`src/shared/tswo_regs.vh`:
```
// constants of the eight-channel waveform output block
`ifndef TSWO_REGS_VH
`define TSWO_REGS_VH
`define TSWO_NUM_CHAN 8
`define TSWO_CNT_W 16
`define TSWO_CNT_RESET 16'h0000
`define TSWO_CNT_MAX 16'hFFFF
`define TSWO_MODE_SINGLE 2'h0
`define TSWO_MODE_SETRESET 2'h1
`define TSWO_MODE_PHASE 2'h2
`define TSWO_CLEAR_DELAY 2'h2
`define TSWO_RST_CH0 3'h1
`define TSWO_RST_PERIOD 3'h4
`define TSWO_CTRL_MODE_LSB 0
`define TSWO_CTRL_IVL_BIT 2
`define TSWO_CTRL_INV_BIT 3
`define TSWO_CTRL_W 4
`endif

```
`src/design/tswo_wave_out.v`:
```
// eight-channel toggle and set/reset waveform output with base counter
`timescale 1ns/1ns
`default_nettype none
`include "tswo_regs.vh"
module tswo_wave_out #(
  parameter NCH = `TSWO_NUM_CHAN,
  parameter CW = `TSWO_CNT_W
) (
  input wire clock_in,
  input wire rst_in,
  input wire ce_in,
  input wire count_clock_in,
  input wire [2:0] base_reset_sel_in,
  input wire [CW-1:0] period_reset_value_in,
  input wire cmp_wr_in,
  input wire [2:0] cmp_addr_in,
  input wire [CW-1:0] cmp_data_in,
  input wire [NCH*`TSWO_CTRL_W-1:0] wave_ctrl_in,
  input wire [NCH-1:0] chan_enable_set_in,
  input wire [NCH-1:0] flag_clear_in,
  output reg [CW-1:0] base_count_out,
  output reg [NCH-1:0] match_request_flags_out,
  output reg [NCH-1:0] wave_out_pin_out,
  output wire [NCH-1:0] wave_out_en_out
);
  // --------------------------------------------------------------
  // helpers
  // --------------------------------------------------------------
  function [1:0] mode_of;
    input [NCH*`TSWO_CTRL_W-1:0] ctrl;
    input integer ch;
    begin
      mode_of = ctrl[ch*`TSWO_CTRL_W+`TSWO_CTRL_MODE_LSB +: 2];
    end
  endfunction

  function ctrl_bit;
    input [NCH*`TSWO_CTRL_W-1:0] ctrl;
    input integer ch;
    input integer pos;
    begin
      ctrl_bit = ctrl[ch*`TSWO_CTRL_W+pos];
    end
  endfunction

  function is_even;
    input integer ch;
    begin
      is_even = (ch % 2 == 0);
    end
  endfunction

  function integer even_of;
    input integer ch;
    begin
      even_of = ch - (ch % 2);
    end
  endfunction

  // a set/reset pair needs both of its channel enables
  function pair_enabled;
    input [NCH-1:0] en;
    input integer ev;
    begin
      pair_enabled = en[ev] & en[ev+1];
    end
  endfunction

  function [CW-1:0] cmp_of;
    input [CW*NCH-1:0] all;
    input integer ch;
    begin
      cmp_of = all[ch*CW +: CW];
    end
  endfunction

  // --------------------------------------------------------------
  // count clock synchroniser and tick
  // --------------------------------------------------------------
  reg cc_meta;
  reg cc_sync;
  reg cc_last;
  wire tick;
  always @(posedge clock_in or posedge rst_in) begin
    if (rst_in) begin
      cc_meta <= 1'b0;
      cc_sync <= 1'b0;
      cc_last <= 1'b0;
    end else if (ce_in) begin
      cc_meta <= count_clock_in;
      cc_sync <= cc_meta;
      cc_last <= cc_sync;
    end
  end
  assign tick = ce_in & cc_sync & ~cc_last;

  // --------------------------------------------------------------
  // compare values
  // --------------------------------------------------------------
  wire [CW*NCH-1:0] cmp_all;
  tswo_compare_ram #(
    .WIDTH(CW),
    .DEPTH(NCH),
    .AW(3)
  ) u_cmp (
    .clock_in(clock_in),
    .ce_in(ce_in),
    .wr_en_in(cmp_wr_in),
    .wr_addr_in(cmp_addr_in),
    .wr_data_in(cmp_data_in),
    .rd_data_out(cmp_all)
  );

  // --------------------------------------------------------------
  // base counter with clear on match
  // --------------------------------------------------------------
  reg [1:0] clr_pend;
  reg [1:0] next_clr_pend;
  reg [CW-1:0] next_count;
  wire sel_ch0 = (base_reset_sel_in == `TSWO_RST_CH0);
  wire sel_per = (base_reset_sel_in == `TSWO_RST_PERIOD);
  wire [CW-1:0] reset_target = sel_per ? period_reset_value_in : cmp_of(cmp_all, 0);
  wire reset_hit = (sel_ch0 | sel_per) && (base_count_out == reset_target);

  // match then one more count before zero, giving period n+2
  always @* begin
    next_count = base_count_out + {{(CW-1){1'b0}}, 1'b1};
    next_clr_pend = 2'h0;
    if (clr_pend == 2'h1) begin
      next_count = `TSWO_CNT_RESET;
    end else if (clr_pend != 2'h0) begin
      next_clr_pend = clr_pend - 2'h1;
    end else if (reset_hit) begin
      next_clr_pend = `TSWO_CLEAR_DELAY - 2'h1;
    end
  end

  always @(posedge clock_in or posedge rst_in) begin
    if (rst_in) begin
      base_count_out <= `TSWO_CNT_RESET;
      clr_pend <= 2'h0;
    end else if (tick) begin
      base_count_out <= next_count;
      clr_pend <= next_clr_pend;
    end
  end

  // --------------------------------------------------------------
  // per-channel mode decode and pin enables
  // --------------------------------------------------------------
  reg [NCH-1:0] wave;
  reg [NCH-1:0] was_en;
  reg [NCH-1:0] match;
  reg [NCH-1:0] active;
  reg [NCH-1:0] is_phase;
  reg [NCH-1:0] next_wave;
  reg [NCH-1:0] next_flags;
  reg [NCH-1:0] next_pin;
  reg [NCH-1:0] pin_en;
  integer c;
  integer ev;
  integer p;
  integer ew;
  integer q;

  always @* begin
    match = {NCH{1'b0}};
    active = {NCH{1'b0}};
    pin_en = {NCH{1'b0}};
    is_phase = {NCH{1'b0}};
    ev = 0;
    for (c = 0; c < NCH; c = c + 1) begin
      ev = even_of(c);
      match[c] = (base_count_out == cmp_of(cmp_all, c));
      case (mode_of(wave_ctrl_in, c))
        `TSWO_MODE_PHASE: begin
          is_phase[c] = 1'b1;
          active[c] = chan_enable_set_in[c];
          pin_en[c] = active[c];
        end
        `TSWO_MODE_SETRESET: begin
          // pair runs only with both enables; pair 0/1 barred when ch0 clears
          active[c] = pair_enabled(chan_enable_set_in, ev) &
            ~(ev == 0 && sel_ch0);
          pin_en[c] = active[c] & is_even(c);
        end
        default: begin
          active[c] = 1'b0;
          pin_en[c] = 1'b0;
        end
      endcase
    end
  end

  // --------------------------------------------------------------
  // waveform state and request flags
  // --------------------------------------------------------------
  // odd match clears its even partner, only once that partner is running
  always @* begin
    next_wave = wave;
    next_flags = match_request_flags_out & ~flag_clear_in;
    ew = 0;
    for (p = 0; p < NCH; p = p + 1) begin
      ew = even_of(p);
      if (!active[p] || !was_en[p]) begin
        next_wave[p] = ctrl_bit(wave_ctrl_in, p, `TSWO_CTRL_IVL_BIT);
      end else if (tick && match[p]) begin
        next_flags[p] = 1'b1;
        if (is_phase[p]) begin
          next_wave[p] = ~wave[p];
        end else if (is_even(p)) begin
          next_wave[p] = 1'b1;
        end else if (active[ew] && was_en[ew]) begin
          next_wave[ew] = 1'b0;
        end
      end
    end
  end

  // --------------------------------------------------------------
  // pin levels
  // --------------------------------------------------------------
  // computed after every clear above, so the even pin falls on the odd match
  always @* begin
    next_pin = {NCH{1'b0}};
    for (q = 0; q < NCH; q = q + 1) begin
      next_pin[q] = pin_en[q] &
        (next_wave[q] ^ ctrl_bit(wave_ctrl_in, q, `TSWO_CTRL_INV_BIT));
    end
  end

  // --------------------------------------------------------------
  // waveform state registers
  // --------------------------------------------------------------
  always @(posedge clock_in or posedge rst_in) begin
    if (rst_in) begin
      wave <= {NCH{1'b0}};
      was_en <= {NCH{1'b0}};
    end else if (ce_in) begin
      wave <= next_wave;
      was_en <= active;
    end
  end

  // --------------------------------------------------------------
  // output registers
  // --------------------------------------------------------------
  always @(posedge clock_in or posedge rst_in) begin
    if (rst_in) begin
      match_request_flags_out <= {NCH{1'b0}};
      wave_out_pin_out <= {NCH{1'b0}};
    end else if (ce_in) begin
      match_request_flags_out <= next_flags;
      wave_out_pin_out <= next_pin;
    end
  end

  // --------------------------------------------------------------
  // output enables
  // --------------------------------------------------------------
  // enables follow mode and enables at once, pins follow one clock later
  assign wave_out_en_out = pin_en;
endmodule
`default_nettype wire

```
`src/design/tswo_compare_ram.v`:
```
// compare value store, one word per channel, combinational read
`timescale 1ns/1ns
`default_nettype none
module tswo_compare_ram #(
  parameter WIDTH = 16,
  parameter DEPTH = 8,
  parameter AW = 3
) (
  input wire clock_in,
  input wire ce_in,
  input wire wr_en_in,
  input wire [AW-1:0] wr_addr_in,
  input wire [WIDTH-1:0] wr_data_in,
  output wire [WIDTH*DEPTH-1:0] rd_data_out
);
  reg [WIDTH*DEPTH-1:0] mem;
  integer i;
  always @(posedge clock_in) begin
    if (ce_in && wr_en_in) begin
      for (i = 0; i < DEPTH; i = i + 1) begin
        if (wr_addr_in == i[AW-1:0]) begin
          mem[i*WIDTH +: WIDTH] <= wr_data_in;
        end
      end
    end
  end
  assign rd_data_out = mem;
endmodule
`default_nettype wire

```
`config.mk`:
```
export PLATFORM = sky130hd
export DESIGN_NAME = tswo_wave_out
export DESIGN_NICKNAME = d
export VERILOG_FILES = /design/src/design/tswo_wave_out.v /design/src/design/tswo_compare_ram.v
export VERILOG_INCLUDE_DIRS = /design/src /design/src/shared
export SDC_FILE = /design/constraint.sdc
export NUM_CORES = 1
export LEC_CHECK = 0
export BUFFER_PORTS_ARGS = -buffer_cell sky130_fd_sc_hd__buf_2
export CORE_ASPECT_RATIO = 0.8
export CORE_MARGIN = 1
export CORE_UTILIZATION = 55
export DETAILED_ROUTE_END_ITERATION = 8
export PLACE_DENSITY = 0.74
export SYNTH_ARGS = -nofsm -noshare
export SYNTH_HDL_FRONTEND = slang
export SYNTH_HIERARCHICAL = 1
export SYNTH_SLANG_ARGS = --single-unit
```
`constraint.sdc`:
```
create_clock -name clock_in -period 5.6 [get_ports clock_in]
set_input_delay 0 -clock clock_in [delete_from_list [all_inputs] [get_ports clock_in]]
set_output_delay 0 -clock clock_in [all_outputs]
set_load 0.1 [all_outputs]
```
# Word-level counts from Yosys, hierarchy flattened
# Cells that the tools add are included.
[word_totals] regBits=181 output_inout_bits=40
[op_classes] addsub=2 eq_ne=35 muxes=77 bitwise=36 n_reduce_logical=48
[op_table] cell="16-bit equality test" n=9
[op_table] cell="1-bit two-way mux" n=61
[op_table] cell="16-bit two-way mux" n=2
[op_table] cell="2-bit by 1-bit equality test with 1-bit output, second input constant" n=9
[op_table] cell="16-bit by 1-bit adder with 16-bit output, second input constant" n=1
[op_table] cell="2-bit equality test, second input constant" n=8
[op_table] cell="1-bit zero test" n=16
[op_table] cell="1-bit case mux with 2 select lines" n=8
[op_table] cell="2-bit AND reduction" n=8
[op_table] cell="1-bit AND" n=15
[op_table] cell="3-bit equality test, second input constant" n=5
[op_table] cell="1-bit logical AND" n=14
[op_table] cell="2-bit two-way mux" n=6
[op_table] cell="1-bit NOT" n=10
[op_table] cell="8-bit AND" n=1
[op_table] cell="1-bit logical OR" n=8
[op_table] cell="8-bit NOT" n=1
[op_table] cell="1-bit XOR" n=8
[op_table] cell="3-bit by 1-bit equality test with 1-bit output, second input constant" n=2
[op_table] cell="3-bit by 2-bit equality test with 1-bit output, second input constant" n=2
[op_table] cell="3-bit zero test" n=1
[op_table] cell="2-bit nonzero test" n=1
[op_table] cell="2-bit by 1-bit subtractor with 2-bit output, second input constant" n=1
[op_table] cell="1-bit OR" n=1

# Logic depth before layout (Yosys ltp)
[depth] depth_word=13 ltp_mapped=9 depth_no_buf=9

# Hierarchy
# Netlist, hierarchy kept.
[by_module_without_submodules] mod="tswo_wave_out" n_inst=1 cells_per_inst=589 area_each_um2=5036.1 seq_area_each_um2=1326.3
[by_module_without_submodules] mod="tswo_compare_ram" n_inst=1 cells_per_inst=141 area_each_um2=3932.5 seq_area_each_um2=3843.7

# Worst setup path before layout
# OpenSTA, ideal clock, no wires.
[synth_timing] path_type="register to register" start="register base_count_out[0]" end="register wave_out_pin_out[0]" arrival_time_ns=2.698 required_ns=5.470 setup_slack_ns=2.772 path_stages_with_launch=9 period_less_slack_ns=2.828 cell_sequence="dfrtp_1 buf_2 xor2_1 nor4_1 nand2_1 o31a_1 nor4_2 mux2i_1 o21ai_1"
[synth_via] elab_chain_cells=10 word_cells_on_any_way=12 cone_classes="eq/ne: 2; mux: 6; bitwise: 2; reduce/logical: 2"
[synth_lines] element="start: declaration" line="tswo_wave_out.v:21" text="output reg [CW-1:0] base_count_out,"
[synth_lines] element="start signal: assignment" line="tswo_wave_out.v:140" text="base_count_out <= `TSWO_CNT_RESET;"
[synth_lines] element="start signal: assignment" line="tswo_wave_out.v:143" text="base_count_out <= next_count;"
[synth_lines] element="16-bit equality test" line="tswo_wave_out.v:174" text="match[c] = (base_count_out == cmp_of(cmp_all, c));"
[synth_lines] element="1-bit logical AND" line="tswo_wave_out.v:207" text="end else if (tick && match[p]) begin"
[synth_lines] element="1-bit two-way mux" line="tswo_wave_out.v:207"
[synth_lines] element="1-bit two-way mux" line="tswo_wave_out.v:205" text="if (!active[p] || !was_en[p]) begin"
[synth_lines] element="1-bit two-way mux" line="tswo_wave_out.v:213" text="end else if (active[ew] && was_en[ew]) begin"
[synth_lines] element="1-bit two-way mux" line="tswo_wave_out.v:209" text="if (is_phase[p]) begin"
[synth_lines] element="2-bit two-way mux" line="tswo_wave_out.v:207"
[synth_lines] element="1-bit two-way mux (*)" line="tswo_wave_out.v:205"
[synth_lines] element="1-bit XOR (*)" line="tswo_wave_out.v:228" text="(next_wave[q] ^ ctrl_bit(wave_ctrl_in, q, `TSWO_CTRL_INV_BIT));"
[synth_lines] element="1-bit AND (*)" line="tswo_wave_out.v:227" text="next_pin[q] = pin_en[q] &"
[synth_lines] element="end signal: assignment" line="tswo_wave_out.v:251" text="wave_out_pin_out <= {NCH{1'b0}};"
[synth_lines] element="end signal: assignment" line="tswo_wave_out.v:254" text="wave_out_pin_out <= next_pin;"
[synth_lines] element="end: declaration" line="tswo_wave_out.v:23" text="output reg [NCH-1:0] wave_out_pin_out,"
# Every way passes the cells marked *; elsewhere a longest branch is shown, timed or not.
# A chain may end at the register's enable or synchronous reset.

# Final worst setup path
[layout_timing] start="register base_count_out[11]" end="register wave_out_pin_out[7]"
[layout_via] elab_chain_cells=6
[layout_lines] element="16-bit equality test" line="tswo_wave_out.v:174"
[layout_lines] element="1-bit logical AND" line="tswo_wave_out.v:207"
[layout_lines] element="2-bit two-way mux" line="tswo_wave_out.v:207"
[layout_lines] element="1-bit two-way mux" line="tswo_wave_out.v:205"
[layout_lines] element="1-bit XOR" line="tswo_wave_out.v:228"
[layout_lines] element="1-bit AND" line="tswo_wave_out.v:227"
# Every way passes these cells.

==> summary by stage <==
Worst setup path
The most critical setup path has its endpoint at wave_out_pin_out[7]. The critical path launch point is base_count_out[11]. Together, buffers and inverters on the worst path number 1. The critical path goes through xor2_1 -> nor4_1 -> nand3_1 -> o31a_1 -> o31a_1 -> xor2_1 -> a31o_1 -> dlygate4sd3_1. The origin of the critical flop-to-flop path is base_count_out[11]. The type of destination of the critical path is a flip-flop. Counting buffers and inverters, the worst setup path is 8 cells deep.

The slowest stage cell on the critical path is sky130_fd_sc_hd__dfrtp_1. The cell family contributing the most delay on the critical path is compound AO/OA/AOI/OAI gates. The maximum single-stage delay on the critical path is 770 ps. The setup path with the least slack is of type reg2reg. The worst reg-to-reg path cell count is 8. The sort of element at the start of the critical path is a flip-flop. At the worst endpoint, the required time is 5910 ps.

The worst register-to-register path ends at wave_out_pin_out[7]. The critical path data arrival time is 3670 ps. The minimum setup slack among reg-to-reg paths is 2240 ps. The worst-path maximum fanout is 13.

STA
For the pin with the worst max-slew slack, the measured transition is 961 ps. The final worst setup slack is 2240 ps. The count of endpoints failing hold in the final timing report is 0.

For the final database, setup skew stands at 8.11 ps. The worst hold slack is 32.8 ps. The timing-limited maximum frequency is 297 MHz. The smallest clock period supported by the final layout is computed as 3360 ps. Setup violations remaining at the end of the flow were counted as 0. The tightest slew margin relative to the limit is 0.360. The part of the cycle the worst path needs is 0.600. The count of pins over their slew limit is 0.

Setup repair after global routing left no endpoint under its margin. The aggregate negative setup slack is 0 ps.

Clock tree
The clock passes through at most 2 buffers. The clock sink count is 181. The root buffer cell is sky130_fd_sc_hd__clkbuf_16. After clock tree synthesis, the clock-pin slew on the worst setup and hold paths is 70 ps. The clock tree from TritonCTS is done. The clock reaches the later pin of the worst-skew pair after 430 ps. Clock tree synthesis inserted a total of 17 buffers. The CTS H-tree depth is 4. The total setup buffers inserted after CTS is 0.

Final layout
The multi-input gate area in the final layout is 0.00349 mm2. The area occupied by registers is 0.00517 mm2. The count of cells in the finished layout, fillers not included, comes to 1130. The area overhead of the layout relative to synthesis is 21.0%.

The number of filler instances in the final layout is 1129. Measured on the finished design, the core utilization comes to 0.685. The number of antenna diodes in the final layout is 0.

The total number of nets in the final design is 1010. The finished cells cover 0.0109 mm2. The share of layout cells above drive strength 1 is 0.214.

Job
The max-cap check violation count is 0.

Detailed routing
In the final routed layout, each cell accounts on average for 20.3 um. The number of violations reported at the end of detailed-routing iteration 0 is 697. The via density per instance is 5.63. The count of vias placed by the detailed router is 6367. The length of the first detailed-routing pass in iterations is 5. The number of nets with antenna violations after routing is 0. For this run, design rule violations remaining after detail routing come to 0. Summed over all layers, the routed wires come to 22900 um.

Pwr
The total power is 3.41 mW. The power density over the cells is 314 mW/mm2. IR analysis of the VDD net gives a maximum drop of 0.000287 V. The analysis attributes to cell leakage a power of 4.39 nW.

Synth
The number of flip-flops and latches in the synthesized netlist is 181. Summing every instance area after synthesis gives 0.00897 mm2. Synthesis produced a netlist whose cell count is 730. The number of nets in the synthesized netlist is 838. Counting flops with an async set or reset pin after synthesis yields a share of 0.293. By area the synthesized netlist is led by sky130_fd_sc_hd__edfxtp_1 (43%), sky130_fd_sc_hd__dfrtp_1 (15%), sky130_fd_sc_hd__xor2_1 (7.7%). Of the synthesized area, sequential elements account for 0.576.

The most used flip-flop cell after synthesis is sky130_fd_sc_hd__edfxtp_1. Dividing the synthesized area by the synthesized cell count gives 12.3 um2. In this run, distinct cell masters in the synthesized netlist total 55. The library cell with the largest summed area after synthesis is sky130_fd_sc_hd__edfxtp_1. The share of the synthesized area in the top cell type is 0.429.

During synthesis, Yosys emitted a total of 6 warnings. The number of synthesized flops with an enable pin is 128.

GRT
The maximum number of pins on one net before global-route repair is 54. The initial antenna violation count came to 0. The global route total overflow is 0. The wire length of the first global-routing pass is 34400 um. For this run, the total global-route usage over all layers was measured as 0.288. The number of global-route vias before repair came to 6210.

Floorplan
The die width is 145 um. The height of the die is 116 um. The region available for standard cell placement spans 0.0159 mm2. Pin placement for this block handled 131 I/O pins. The area of the die is 0.0168 mm2. The starting density of the core is 0.566. The floorplan has 41 rows.

Placement
Counting tap cells, the placed design contains a total of 1055 instances. The pre-CTS setup slack is 2770 ps. The instance area after placement is 0.00980 mm2. Port buffering added 130 buffers.

The final weighted congestion in routability-driven placement is 0.909. The total half-perimeter wirelength after legalization and detailed placement is 15900 um.

Status
The run finished with clean final reports.

Min path
The worst min-delay path class is in2reg.
## report_power, final
group	switching, mW	total [mW]	internal, mW	leakage, nW
clock network	0.519	1.27	0.751	0.302
registers	0.122	1.61	1.48	1.86
logic	0.338	0.531	0.193	2.23
total	0.978	3.41	2.43	4.39
## kinds of logic (layout without fill, tap and decap cells)
family                     after synthesis  count (layout)  share of synthesized area
AOI/OAI and AO/OA                       73              73                     0.0541
xor gates and xnor gates               155             155                      0.151
adders and majority gates               17              17                     0.0237
buffers and inverters                   65             250                     0.0352
DFF                                    181             181                      0.576
muxes                                   29              29                     0.0338
and+or+nand+nor                        210             210                      0.125
## routing by layer
metal | global-route usage | routed length [um] | up-vias | share of wire
li1 | - | - | 2931 | -
met1 | 0.388 | 9360 | 3121 | 0.41
met2 | 0.477 | 11300 | 282 | 0.50
met3 | 0.0513 | 1820 | 33 | 0.080
met4 | 0.0905 | 366 | 0 | 0.016
met5 | 0 | 0 | - | 0
## worst reg2reg max path: stages (launching register included)
cell,delay (ps)
sky130_fd_sc_hd__dfrtp_1,770
sky130_fd_sc_hd__xor2_1,170
sky130_fd_sc_hd__nor4_1,510
sky130_fd_sc_hd__nand3_1,250
sky130_fd_sc_hd__o31a_1,340
sky130_fd_sc_hd__o31a_1,300
sky130_fd_sc_hd__xor2_1,150
sky130_fd_sc_hd__a31o_1,210
sky130_fd_sc_hd__dlygate4sd3_1,540
## flip-flops by register name, summed over array words and instances (netlist names)
name	cells
base_count_out	16
cc_last	1
cc_meta	1
cc_sync	1
clr_pend	2
match_request_flags_out	8
u_cmp/rd_data_out	128
was_en	8
wave	8
wave_out_pin_out	8
## cells in the mapped netlist (2+ instances only)
master and instances:
sky130_fd_sc_hd__nor3_2 2, sky130_fd_sc_hd__and3_1 4, sky130_fd_sc_hd__buf_2 15, sky130_fd_sc_hd__nand2b_1 5
sky130_fd_sc_hd__o21ai_1 2, sky130_fd_sc_hd__dfrtp_1 53, sky130_fd_sc_hd__o21ai_0 20, sky130_fd_sc_hd__nor2b_1 5
sky130_fd_sc_hd__edfxtp_1 128, sky130_fd_sc_hd__nor3_1 18, sky130_fd_sc_hd__a21o_1 2, sky130_fd_sc_hd__nor4_2 2
sky130_fd_sc_hd__o31ai_1 5, sky130_fd_sc_hd__nand3b_1 2, sky130_fd_sc_hd__buf_1 2, sky130_fd_sc_hd__nand2_1 54
sky130_fd_sc_hd__xnor2_1 76, sky130_fd_sc_hd__or3_1 5, sky130_fd_sc_hd__mux2i_1 19, sky130_fd_sc_hd__nand4_1 15
sky130_fd_sc_hd__a21boi_0 2, sky130_fd_sc_hd__o2bb2ai_1 3, sky130_fd_sc_hd__a31oi_1 3, sky130_fd_sc_hd__nand3_1 21
sky130_fd_sc_hd__a31o_2 3, sky130_fd_sc_hd__ha_1 17, sky130_fd_sc_hd__and4_1 2, sky130_fd_sc_hd__o31a_1 4
sky130_fd_sc_hd__xor2_1 79, sky130_fd_sc_hd__a41oi_1 3, sky130_fd_sc_hd__buf_4 6, sky130_fd_sc_hd__clkbuf_1 6
sky130_fd_sc_hd__and2_1 10, sky130_fd_sc_hd__buf_6 4, sky130_fd_sc_hd__a21oi_1 16, sky130_fd_sc_hd__nor2_1 28
sky130_fd_sc_hd__nor4_1 22, sky130_fd_sc_hd__a31o_1 2, sky130_fd_sc_hd__nor3b_1 9, sky130_fd_sc_hd__mux2_2 10
sky130_fd_sc_hd__inv_1 32
## placed cells by master (no fill, tap or decap), types with 3 or more instances in the layout
cell type and n:
sky130_fd_sc_hd__nor2_1 28, sky130_fd_sc_hd__buf_4 13, sky130_fd_sc_hd__edfxtp_1 128, sky130_fd_sc_hd__buf_2 130, sky130_fd_sc_hd__mux2i_1 19, sky130_fd_sc_hd__nor3b_1 8, sky130_fd_sc_hd__a41oi_1 3, sky130_fd_sc_hd__nor3_1 18
sky130_fd_sc_hd__bufinv_16 4, sky130_fd_sc_hd__a31oi_1 3, sky130_fd_sc_hd__dfrtp_1 53, sky130_fd_sc_hd__nand3_1 21, sky130_fd_sc_hd__xor2_1 79, sky130_fd_sc_hd__ha_1 17, sky130_fd_sc_hd__or3_1 5, sky130_fd_sc_hd__o21ai_0 20
sky130_fd_sc_hd__inv_6 4, sky130_fd_sc_hd__inv_1 31, sky130_fd_sc_hd__and2_1 10, sky130_fd_sc_hd__mux2_2 10, sky130_fd_sc_hd__o2bb2ai_1 3, sky130_fd_sc_hd__a31o_2 3, sky130_fd_sc_hd__nor2b_1 5, sky130_fd_sc_hd__dlygate4sd3_1 43
sky130_fd_sc_hd__nand2b_1 5, sky130_fd_sc_hd__a21oi_1 16, sky130_fd_sc_hd__o31ai_1 5, sky130_fd_sc_hd__clkbuf_16 17, sky130_fd_sc_hd__xnor2_1 76, sky130_fd_sc_hd__nand2_1 54, sky130_fd_sc_hd__o31a_1 4, sky130_fd_sc_hd__nand4_1 15
sky130_fd_sc_hd__nor4_1 22, sky130_fd_sc_hd__and3_1 4
## worst min-delay path by stage
stage / from / endpoint / slack [ps] / cells past startpoint
after floorplan: cmp_data_in[0] / u_cmp/rd_data_out[0] / 100 / 0
after global placement: rst_in / wave_out_pin_out[1] / 240 / 3
after detailed placement: rst_in / was_en[0] / 230 / 3
after CTS: chan_enable_set_in[6] / match_request_flags_out[6] / 20 / 4
after global routing: wave_ctrl_in[22] / wave[5] / 60 / 5
final: chan_enable_set_in[6] / match_request_flags_out[6] / 30 / 4
## what timing repair did
action / CTS / global route
hold buffers: 43 / 0
gates resized for setup: 0 / 0
endpoints found under the hold margin: 202 / 0
## final cells by class
type                    instances  area share
flip-flops and latches        181       0.476
multi-input cells             484       0.321
repair buffers                186       0.109
clock buffers                  17      0.0392
well taps                     215      0.0248
clock inverters                15      0.0186
inverters                      32      0.0111
No activity file was read; power rests on OpenSTA's default activity.
